## src/include/opd_pkg.sv

```systemverilog
// Package: constants, types and register map of the over-power detector
package opd_pkg;

  localparam int ADDR_W = 8;
  localparam int DATA_W = 8;
  localparam int DUTY_W = 10;
  localparam int PWR_W = 16;

  localparam logic [7:0] ADDR_CNT_LIMIT = 8'h32;
  localparam logic [7:0] ADDR_EVT_COUNT = 8'h39;
  localparam logic [7:0] ADDR_SLOPE = 8'h3B;
  localparam logic [7:0] ADDR_OFFSET = 8'h3C;
  localparam logic [7:0] ADDR_DUTY_LIM = 8'h3E;
  localparam logic [7:0] ADDR_CTRL = 8'h3F;

  localparam logic [7:0] RESET_VAL = 8'h00;
  localparam logic [7:0] UNMAPPED_VAL = 8'h00;

  localparam int CNT_LSB = 4;
  localparam int CNT_MSB = 7;
  localparam int CTRL_EN_BIT = 3;
  localparam int CTRL_MASK_BIT = 2;
  localparam int CTRL_RCS_LSB = 0;
  localparam int CTRL_RCS_MSB = 1;
  localparam int DUTY_HI_LSB = 2;

  // Header code of receiver status packet carrying its power
  localparam logic [7:0] STATUS_HDR = 8'h04;

  // Amplifier gain applied to sensed current, shift applied to slope term
  localparam int SENSE_GAIN = 10;
  localparam int SLOPE_SHIFT = 6;

  localparam logic [3:0] CNT_ZERO = 4'h0;
  localparam logic [3:0] CNT_ONE = 4'h1;

  typedef enum logic [1:0] {
    OPD_IDLE = 2'b00,
    OPD_CALC = 2'b01,
    OPD_CMP = 2'b11,
    OPD_TRIP = 2'b10
  } opd_state_e;

  typedef struct packed {
    logic [7:0] header;
    logic [PWR_W-1:0] rx_power;
  } opd_report_s;

  typedef struct packed {
    logic [DUTY_W-1:0] duty;
    logic [PWR_W-1:0] bridge_v;
    logic [PWR_W-1:0] sense_v;
  } opd_meas_s;

endpackage

```

## src/opd_top.sv

```systemverilog
// Over-power detector: registers, power difference and event counting
`timescale 1ns/1ps
`default_nettype none
module opd_top
  import opd_pkg::*;
(
  input wire logic ref_clk,
  input wire logic arst_n,
  input wire logic auto_power_control,
  input wire logic reg_wr,
  input wire logic reg_rd,
  input wire logic [ADDR_W-1:0] reg_addr,
  input wire logic [DATA_W-1:0] reg_wdata,
  output logic [DATA_W-1:0] reg_rdata,
  input wire logic report_valid,
  input wire opd_report_s report,
  input wire opd_meas_s meas,
  input wire logic [PWR_W-1:0] fixed_th,
  input wire logic ctrl_err_converged,
  output logic over_power,
  output logic tx_stop
);

  ////////////////////////////////////////////////////////////////
  logic rst_s1_q;
  logic rst_n_q;
  always_ff @(posedge ref_clk or negedge arst_n) begin
    if (!arst_n) begin
      rst_s1_q <= 1'b0;
      rst_n_q <= 1'b0;
    end else begin
      rst_s1_q <= 1'b1;
      rst_n_q <= rst_s1_q;
    end
  end

  ////////////////////////////////////////////////////////////////
  logic [7:0] cnt_limit_q;
  logic [7:0] slope_q;
  logic [7:0] offset_q;
  logic [7:0] duty_lim_q;
  logic [7:0] ctrl_q;
  logic [3:0] evt_cnt_q;

  // Writes only in auto power control; other modes leave registers unchanged
  always_ff @(posedge ref_clk or negedge rst_n_q) begin
    if (!rst_n_q) begin
      cnt_limit_q <= RESET_VAL;
      slope_q <= RESET_VAL;
      offset_q <= RESET_VAL;
      duty_lim_q <= RESET_VAL;
      ctrl_q <= RESET_VAL;
    end else if (reg_wr && auto_power_control) begin
      if (reg_addr == ADDR_CNT_LIMIT) begin
        cnt_limit_q <= reg_wdata;
      end else if (reg_addr == ADDR_SLOPE) begin
        slope_q <= reg_wdata;
      end else if (reg_addr == ADDR_OFFSET) begin
        offset_q <= reg_wdata;
      end else if (reg_addr == ADDR_DUTY_LIM) begin
        duty_lim_q <= reg_wdata;
      end else if (reg_addr == ADDR_CTRL) begin
        ctrl_q <= reg_wdata;
      end
    end
  end

  always_ff @(posedge ref_clk or negedge rst_n_q) begin
    if (!rst_n_q) begin
      reg_rdata <= UNMAPPED_VAL;
    end else if (reg_rd) begin
      if (reg_addr == ADDR_CNT_LIMIT) begin
        reg_rdata <= cnt_limit_q;
      end else if (reg_addr == ADDR_EVT_COUNT) begin
        reg_rdata <= {evt_cnt_q, 4'h0};
      end else if (reg_addr == ADDR_SLOPE) begin
        reg_rdata <= slope_q;
      end else if (reg_addr == ADDR_OFFSET) begin
        reg_rdata <= offset_q;
      end else if (reg_addr == ADDR_DUTY_LIM) begin
        reg_rdata <= duty_lim_q;
      end else if (reg_addr == ADDR_CTRL) begin
        reg_rdata <= ctrl_q;
      end else begin
        reg_rdata <= UNMAPPED_VAL;
      end
    end
  end

  ////////////////////////////////////////////////////////////////
  logic [3:0] limit;
  logic det_on;
  logic masked;
  assign limit = cnt_limit_q[CNT_MSB:CNT_LSB];
  assign det_on = ctrl_q[CTRL_EN_BIT] && (limit != CNT_ZERO) && auto_power_control;
  assign masked = ctrl_q[CTRL_MASK_BIT] && !ctrl_err_converged;

  // Sense resistance in quarter ohms: 1,2,4,8
  logic [3:0] rcs_q4;
  always_comb begin
    rcs_q4 = 4'h1 << ctrl_q[CTRL_RCS_MSB:CTRL_RCS_LSB];
  end

  ////////////////////////////////////////////////////////////////
  opd_state_e st_q;
  opd_report_s rep_q;
  opd_meas_s meas_q;
  logic [PWR_W+7:0] tx_pwr_q;
  logic [PWR_W+7:0] diff_q;
  logic [PWR_W+7:0] thresh;

  opd_thresh u_thresh (
    .duty(meas_q.duty),
    .slope(slope_q),
    .offset(offset_q),
    .duty_lim(duty_lim_q),
    .fixed_th(fixed_th),
    .thresh(thresh)
  );

  // Current = Vsense / (gain * R); R in quarter ohms, so scale by 4
  logic [PWR_W+7:0] i_bridge;
  always_comb begin
    i_bridge = (PWR_W+8)'(({8'h00, meas_q.sense_v} << 2) / (24'(SENSE_GAIN) * 24'(rcs_q4)));
  end

  always_ff @(posedge ref_clk or negedge rst_n_q) begin
    if (!rst_n_q) begin
      st_q <= OPD_IDLE;
      rep_q <= '0;
      meas_q <= '0;
      tx_pwr_q <= '0;
      diff_q <= '0;
    end else begin
      case (st_q)
        OPD_IDLE: begin
          // Only status packets of the right header start a check
          if (report_valid && report.header == STATUS_HDR && det_on) begin
            rep_q <= report;
            meas_q <= meas;
            st_q <= OPD_CALC;
          end
        end
        OPD_CALC: begin
          tx_pwr_q <= (PWR_W+8)'(32'(i_bridge[PWR_W-1:0]) * 32'(meas_q.bridge_v) >> PWR_W);
          st_q <= OPD_CMP;
        end
        OPD_CMP: begin
          // Negative difference saturates at zero
          if (tx_pwr_q > (PWR_W+8)'(rep_q.rx_power)) begin
            diff_q <= tx_pwr_q - (PWR_W+8)'(rep_q.rx_power);
          end else begin
            diff_q <= '0;
          end
          st_q <= OPD_TRIP;
        end
        default: begin
          st_q <= OPD_IDLE;
        end
      endcase
    end
  end

  ////////////////////////////////////////////////////////////////
  logic exceed;
  assign exceed = (st_q == OPD_TRIP) && (diff_q > thresh) && det_on && !masked;

  always_ff @(posedge ref_clk or negedge rst_n_q) begin
    if (!rst_n_q) begin
      evt_cnt_q <= CNT_ZERO;
    end else if (!det_on) begin
      evt_cnt_q <= CNT_ZERO;
    end else if (exceed && evt_cnt_q != limit) begin
      evt_cnt_q <= evt_cnt_q + CNT_ONE;
    end
  end

  always_ff @(posedge ref_clk or negedge rst_n_q) begin
    if (!rst_n_q) begin
      over_power <= 1'b0;
    end else begin
      over_power <= exceed;
    end
  end

  // Stop is sticky until detection is disabled or reset
  always_ff @(posedge ref_clk or negedge rst_n_q) begin
    if (!rst_n_q) begin
      tx_stop <= 1'b0;
    end else if (!det_on) begin
      tx_stop <= 1'b0;
    end else if (exceed && (evt_cnt_q + CNT_ONE) >= limit) begin
      tx_stop <= 1'b1;
    end
  end

endmodule
`default_nettype wire

```

## src/opd_thresh.sv

```systemverilog
// Threshold calculator for the over-power detector
`timescale 1ns/1ps
`default_nettype none
module opd_thresh
  import opd_pkg::*;
(
  input wire logic [DUTY_W-1:0] duty,
  input wire logic [7:0] slope,
  input wire logic [7:0] offset,
  input wire logic [7:0] duty_lim,
  input wire logic [PWR_W-1:0] fixed_th,
  output logic [PWR_W+7:0] thresh
);
  logic [PWR_W+7:0] lin;
  always_comb begin
    // Units of offset code; slope pre-scaled by 1/64 of duty code
    lin = (PWR_W+8)'((18'(slope) * 18'(duty)) >> SLOPE_SHIFT) + (PWR_W+8)'(offset);
    if (duty[DUTY_W-1:DUTY_HI_LSB] <= duty_lim) begin
      thresh = (PWR_W+8)'(fixed_th);
    end else begin
      thresh = lin;
    end
  end
endmodule
`default_nettype wire

```

## config.mk

```make
export PLATFORM = sky130hd
export DESIGN_NAME = opd_top
export DESIGN_NICKNAME = d
export VERILOG_FILES = /design/src/include/opd_pkg.sv /design/src/opd_top.sv /design/src/opd_thresh.sv
export SDC_FILE = /design/constraint.sdc
export NUM_CORES = 1
export LEC_CHECK = 0
export BUFFER_PORTS_ARGS = -buffer_cell sky130_fd_sc_hd__buf_2
export CORE_MARGIN = 4
export CORE_UTILIZATION = 30
export CTS_CLUSTER_DIAMETER = 200
export CTS_CLUSTER_SIZE = 30
export DETAILED_ROUTE_END_ITERATION = 8
export PLACE_DENSITY = 0.48
export SYNTH_ARGS = -nofsm -noshare
export SYNTH_HDL_FRONTEND = slang
export SYNTH_SLANG_ARGS = --single-unit
```

## constraint.sdc

```tcl
create_clock -name ref_clk -period 10.72 [get_ports ref_clk]
set_input_delay 1.072 -clock ref_clk [delete_from_list [all_inputs] [get_ports ref_clk]]
set_output_delay 1.072 -clock ref_clk [all_outputs]
set_load 0.02 [all_outputs]
```

; After elaboration in Yosys (flattened, before gate mapping)
; Cells that the tools add are included.
[word_totals]
input_bits = 105
reg_bits = 156
[op_classes]
bitwise = 4
mul = 3
eq_ne = 14
magnitude_cmp = 4
div = 1
addsub = 3
n_reduce_logical = 21
mux = 14
shift = 1
[ops]
columns = op, count
row1 = 8-bit by 6-bit equality test with 1-bit output (second input constant), 6
row2 = 8-bit two-way mux, 6
row3 = 16-bit by 16-bit multiplier with 32-bit output, 1
row4 = 18-bit by 8-bit divider with 24-bit output, 1
row5 = 24-bit > comparator, 1
row6 = 24-bit two-way mux, 1
row7 = 8-bit by 10-bit multiplier with 18-bit output, 1
row8 = 16-bit by 16-bit subtractor with 17-bit output, 1
row9 = 16-bit > comparator, 1
row10 = 16-bit two-way mux, 1
row11 = 12-bit by 8-bit adder with 13-bit output, 1
row12 = 1-bit logical AND, 11
row13 = 8-bit by 3-bit equality test with 1-bit output (second input constant), 1
row14 = 8-bit <= comparator, 1
row15 = 4-bit two-way mux, 2
row16 = 3-bit by 4-bit multiplier with 7-bit output (first input constant), 1
row17 = 2-bit one-hot mux with 3 select lines, 1
row18 = 6-bit AND reduction, 1
row19 = 5-bit AND reduction, 1
row20 = 4-bit by 1-bit adder with 4-bit output (second input constant), 1
row21 = 2-bit equality test (second input constant), 2
row22 = 4-bit >= comparator, 1
row23 = 2-bit by 1-bit != test with 1-bit output (second input constant), 2
row24 = 4-bit != test, 1
row25 = other kinds (12), 18

; Longest topological paths before layout
[depth]
word_depth = 10
mapped_depth = 293
ltp_nobuf = 269

; Cells and area by module
; A second synthesis with hierarchy kept.
[unflattened]
hier_cells = 3411
hier_area_um2 = 28478.6
[by_module_without_submodules]
columns = module, instances, area_per_inst_um2, cells_each
row1 = opd_top, 1, 25175.4, 3015
row2 = opd_thresh, 1, 3303.2, 396

; Worst setup path after synthesis
; Ideal clock, no wire load.
[synth_timing]
kind = flip-flop to flip-flop
start = register ctrl_q[1]
end = register tx_pwr_q[13]
arrival_ns = 55.099
path_slack_ns = -44.500
path_stages_with_launch = 288
path_buffers = 30
synth_period_minus_slack_ns = 55.220
required_time_ns = 10.599
path_cell_list = dfrtp_1 > buf_6 > nand2b_1 > ha_1 > o21a_1 > o21a_1 > o21a_1 > ha_1 > a21oi_1 > mux2_2 > mux2_2 > ha_1 > nand2_1 > a21oi_1 > o21a_1 > mux2i_4 > inv_2 > ha_1 > [252 not listed] > inv_1 > fa_1 > inv_1 > ha_1 > a21o_1 > a21oi_1 > o21ai_0 > a21oi_1 > o21ai_0 > a211oi_1 > o2bb2ai_1 > a311o_2 > a31oi_2 > a41oi_2 > a31oi_2 > a21o_1 > a211o_1 > a22o_1
[synth_via]
elab_chain_cells = 4
[synth_rtl]
columns = item, line
row1 = "start, declared", opd_top.sv:42  ; logic [7:0] ctrl_q;
row2 = "start signal, assigned", opd_top.sv:63  ; ctrl_q <= reg_wdata;
row3 = 1-bit by 2-bit << shifter with 4-bit output, opd_top.sv:101  ; rcs_q4 = 4'h1 << ctrl_q[CTRL_RCS_MSB:CTRL_RCS_LSB];
row4 = 3-bit by 4-bit multiplier with 7-bit output, opd_top.sv:124  ; i_bridge = (PWR_W+8)'(({8'h00, meas_q.sense_v} << 2) / (24'(SENSE_GAIN) * 24'(rcs_q4)));
row5 = 18-bit by 8-bit divider with 24-bit output, opd_top.sv:124
row6 = 16-bit by 16-bit multiplier with 32-bit output, opd_top.sv:145  ; tx_pwr_q <= (PWR_W+8)'(32'(i_bridge[PWR_W-1:0]) * 32'(meas_q.bridge_v) >> PWR_W);
row7 = "end signal, assigned", opd_top.sv:145
row8 = "end, declared", opd_top.sv:108  ; logic [PWR_W+7:0] tx_pwr_q;
; Every way passes these cells.
; A chain may end at the register's enable or synchronous reset.

; Worst setup path in the final report
[layout_timing]
start = register ctrl_q[1]
end = register tx_pwr_q[14]
; The elaborated chain is that of the path after synthesis.

==> results.ini <==
[place]
port_buffers = 114
placed_cell_area_sq_um = 36400
dp_cells = 5399
dp_hpwl_um = 74800
finalWeightedCongestion = 0.899

[logic_synthesis]
ys_types = 113
synth-seq-cells = 149
synth_seq_area_share_pct = 13.3
ys_warn_count = 0
synth_area_sq_um = 28000
synth_flop_cell = dfrtp_1
syn_avg_cell_area_sq_um = 8.32
ys_async_sr_fraction_pct = 100
netlist_instances = 3369
synth_edf_count = 0

[layout]
fin_area_sq_um = 40000
area_delta_synth_final_pct = 42.7
nNetsFinal = 5107
n_antenna_cell = 0
postLayoutCoreUtil_pct = 43.4
drive_gt1_share_pct = 36.7
fin_cells = 5692

[detailed_routing]
wirelength_um = 95700
routedWlPerCell_um = 16.8
ant_nets = 0
via_count = 27800
drt_iter0_drc = 1166
firstDrtPassIters = 5
vias_per_cell = 4.88
drc_errors = 0

[worst_setup_path]
r2r_start = ctrl_q[1]
crit_start = ctrl_q[1]
required_ps = 11080
crit_fanout = 6
reg2reg_depth = 276
critPathLaunchType = flop
cp_slowest_cell = or4_4
cp-end-kind = flop
path_common_cell = o21a_1
slowest_delay_ps = 540
r2r_end = tx_pwr_q[14]
path_class = flop to flop
reg2reg_slack_ps = -35740
cp.arrival_ps = 46820

[floorplan]
io_pins = 115
row_count = 111
coreArea_sq_um = 92200
dieHeight_um = 314
start_util_pct = 30.4
die-area_sq_um = 98400
die_w_um = 314

[grt]
grt_max_degree = 66
grt_pass1_wl_um = 153000
grt_overflow_total = 0
first_global_vias = 28300
antenna_found_initial = 2
grt_usage_pct = 19.3

[clock_tree]
cts.path.max_buffers = 2
path_clk_slew_ps = 80
clkLatencyLatePin_ps = 490
cts_tree = yes
clock_sinks = 149
cts_buffers = 17
root_buffer = clkbuf_16
htreeDepth = 4

[sta]
setup_ws_ps = -35740
tightestPinTransition_ps = 919
period_needed_ps = 46460
slew_violations = 0
hold_viol = 0
timing.slew.headroom_pct = 38.7
rsz0062_at_grt = true
max_freq_mhz = 21.5
setup_violations = 16
finalCritPeriodShare_pct = 433
worst_clock_skew_ps = 20.8

[outcome]
status = complete, but fails checks
violations = setup timing

[job]
maxCapViolCount = 0

[worst_hold_path]
worstHoldPathType = flop to asynchronous set/reset pin

==> worst max path at each step <==
stage,end,cells past startpoint
floorplan,tx_pwr_q[13],286
global placement,tx_pwr_q[12],255
detailed placement,tx_pwr_q[12],259
CTS,tx_pwr_q[13],266
global route,tx_pwr_q[14],268
finish,tx_pwr_q[14],276
==> synth_stat cells (all sizes together) (25+ instances only) <==
master,count,share of area (%)
a211oi,28,0.82
a21o,60,1.6
a21oi,140,2.6
a31oi,34,0.88
and2,124,2.8
buf,30,0.51
clkbuf,101,1.4
dfrtp,149,13
fa,242,17
ha,324,14
inv,371,5.0
mux2,104,4.2
mux2i,46,1.7
nand2,412,5.5
nand2b,39,0.87
nand3,48,0.90
nor2,190,2.6
nor2b,32,0.72
nor3,122,2.2
nor4,25,0.79
o21a,96,2.6
o21ai,171,3.1
o31ai,40,1.1
xnor2,80,2.5
xor2,46,1.4
==> layer usage <==
| metal | wire length (um) | part of all wire [%] | track usage, % |
|---|---|---|---|
| met1 | 46100 | 48 | 27.0 |
| met2 | 45000 | 47 | 32.3 |
| met3 | 2800 | 2.9 | 1.58 |
| met4 | 1830 | 1.9 | 4.53 |
| met5 | 0 | 0 | 0 |
==> layout by cell type (no fill, tap or decap), types with 42 or more instances in the layout <==
master,count
xor2_1,45
nor3_1,112
mux2i_1,42
ha_1,288
inv_1,351
mux2_2,96
fa_1,237
o21a_1,94
a21oi_1,95
xnor2_1,74
dfrtp_1,146
a21o_1,60
and2_1,117
buf_4,1026
nand2_1,392
o21ai_0,123
buf_2,115
nor2_1,152
==> registers in the layout, indices dropped and copies added, names as in the netlist <==
register and cells:
duty_lim_q 8, cnt_limit_q 8, rep_q 16, tx_stop 1
offset_q 8, reg_rdata 8, meas_q 42, ctrl_q 8
rst_s1_q 1, evt_cnt_q 4, diff_q 17, slope_q 8
over_power 1, rst_n_q 1, st_q 2, tx_pwr_q 16
==> cell type report <==
cell class | count | area, sq um
inverters | 371 | 1400
clock buffers | 17 | 425
repair buffers | 1157 | 8460
fillers | 9327 | 52200
flip-flops and latches | 149 | 3730
well taps | 1243 | 1560
clock inverters | 15 | 190
multi-input cells | 2740 | 24200
==> cells by family after synthesis <==
group / Yosys count / synth area share [%]
AO/OA/AOI/OAI: 748 / 18.4
XOR/XNOR: 126 / 3.96
adder cells (fa/ha/maj): 566 / 31.7
buffers and inverters: 502 / 6.83
flip-flops: 149 / 13.3
multiplexers: 150 / 5.95
other: 2 / 0.0268
AND/OR/NAND/NOR: 1126 / 19.8
==> worst max-delay path, delay by kind of cell, from the launching register on <==
kind                       cells  cell delay [ps]
AOI/OAI and AO/OA            133            21000
xor gates and xnor gates       3              430
adders and majority gates     27             7970
buffers and inverters         39             4590
DFF                            1              440
muxes                          7             1740
and+or+nand+nor               67            10010
==> stage by stage <==
step                TNS, ps  hold WS, ps  worst slack (ps)
detailed placement  -583870          239            -36820
CTS                 -560690          237            -35310
floorplan           -619830          331            -39120
global placement    -566940          242            -35760
finish              -568300          228            -35740
global route        -609290          268            -38320
==> timing repair <==
action                                  CTS  global route
resized for setup                       101           110
gates cloned                              1             0
hold buffers                              0             0
endpoints found under the setup margin   16            16
pin swaps                               121           131
setup buffers                           194            68
Power is left out: the tool's default activity adds up to more than one toggle a clock period on the data nets, which glitch-free logic cannot reach.
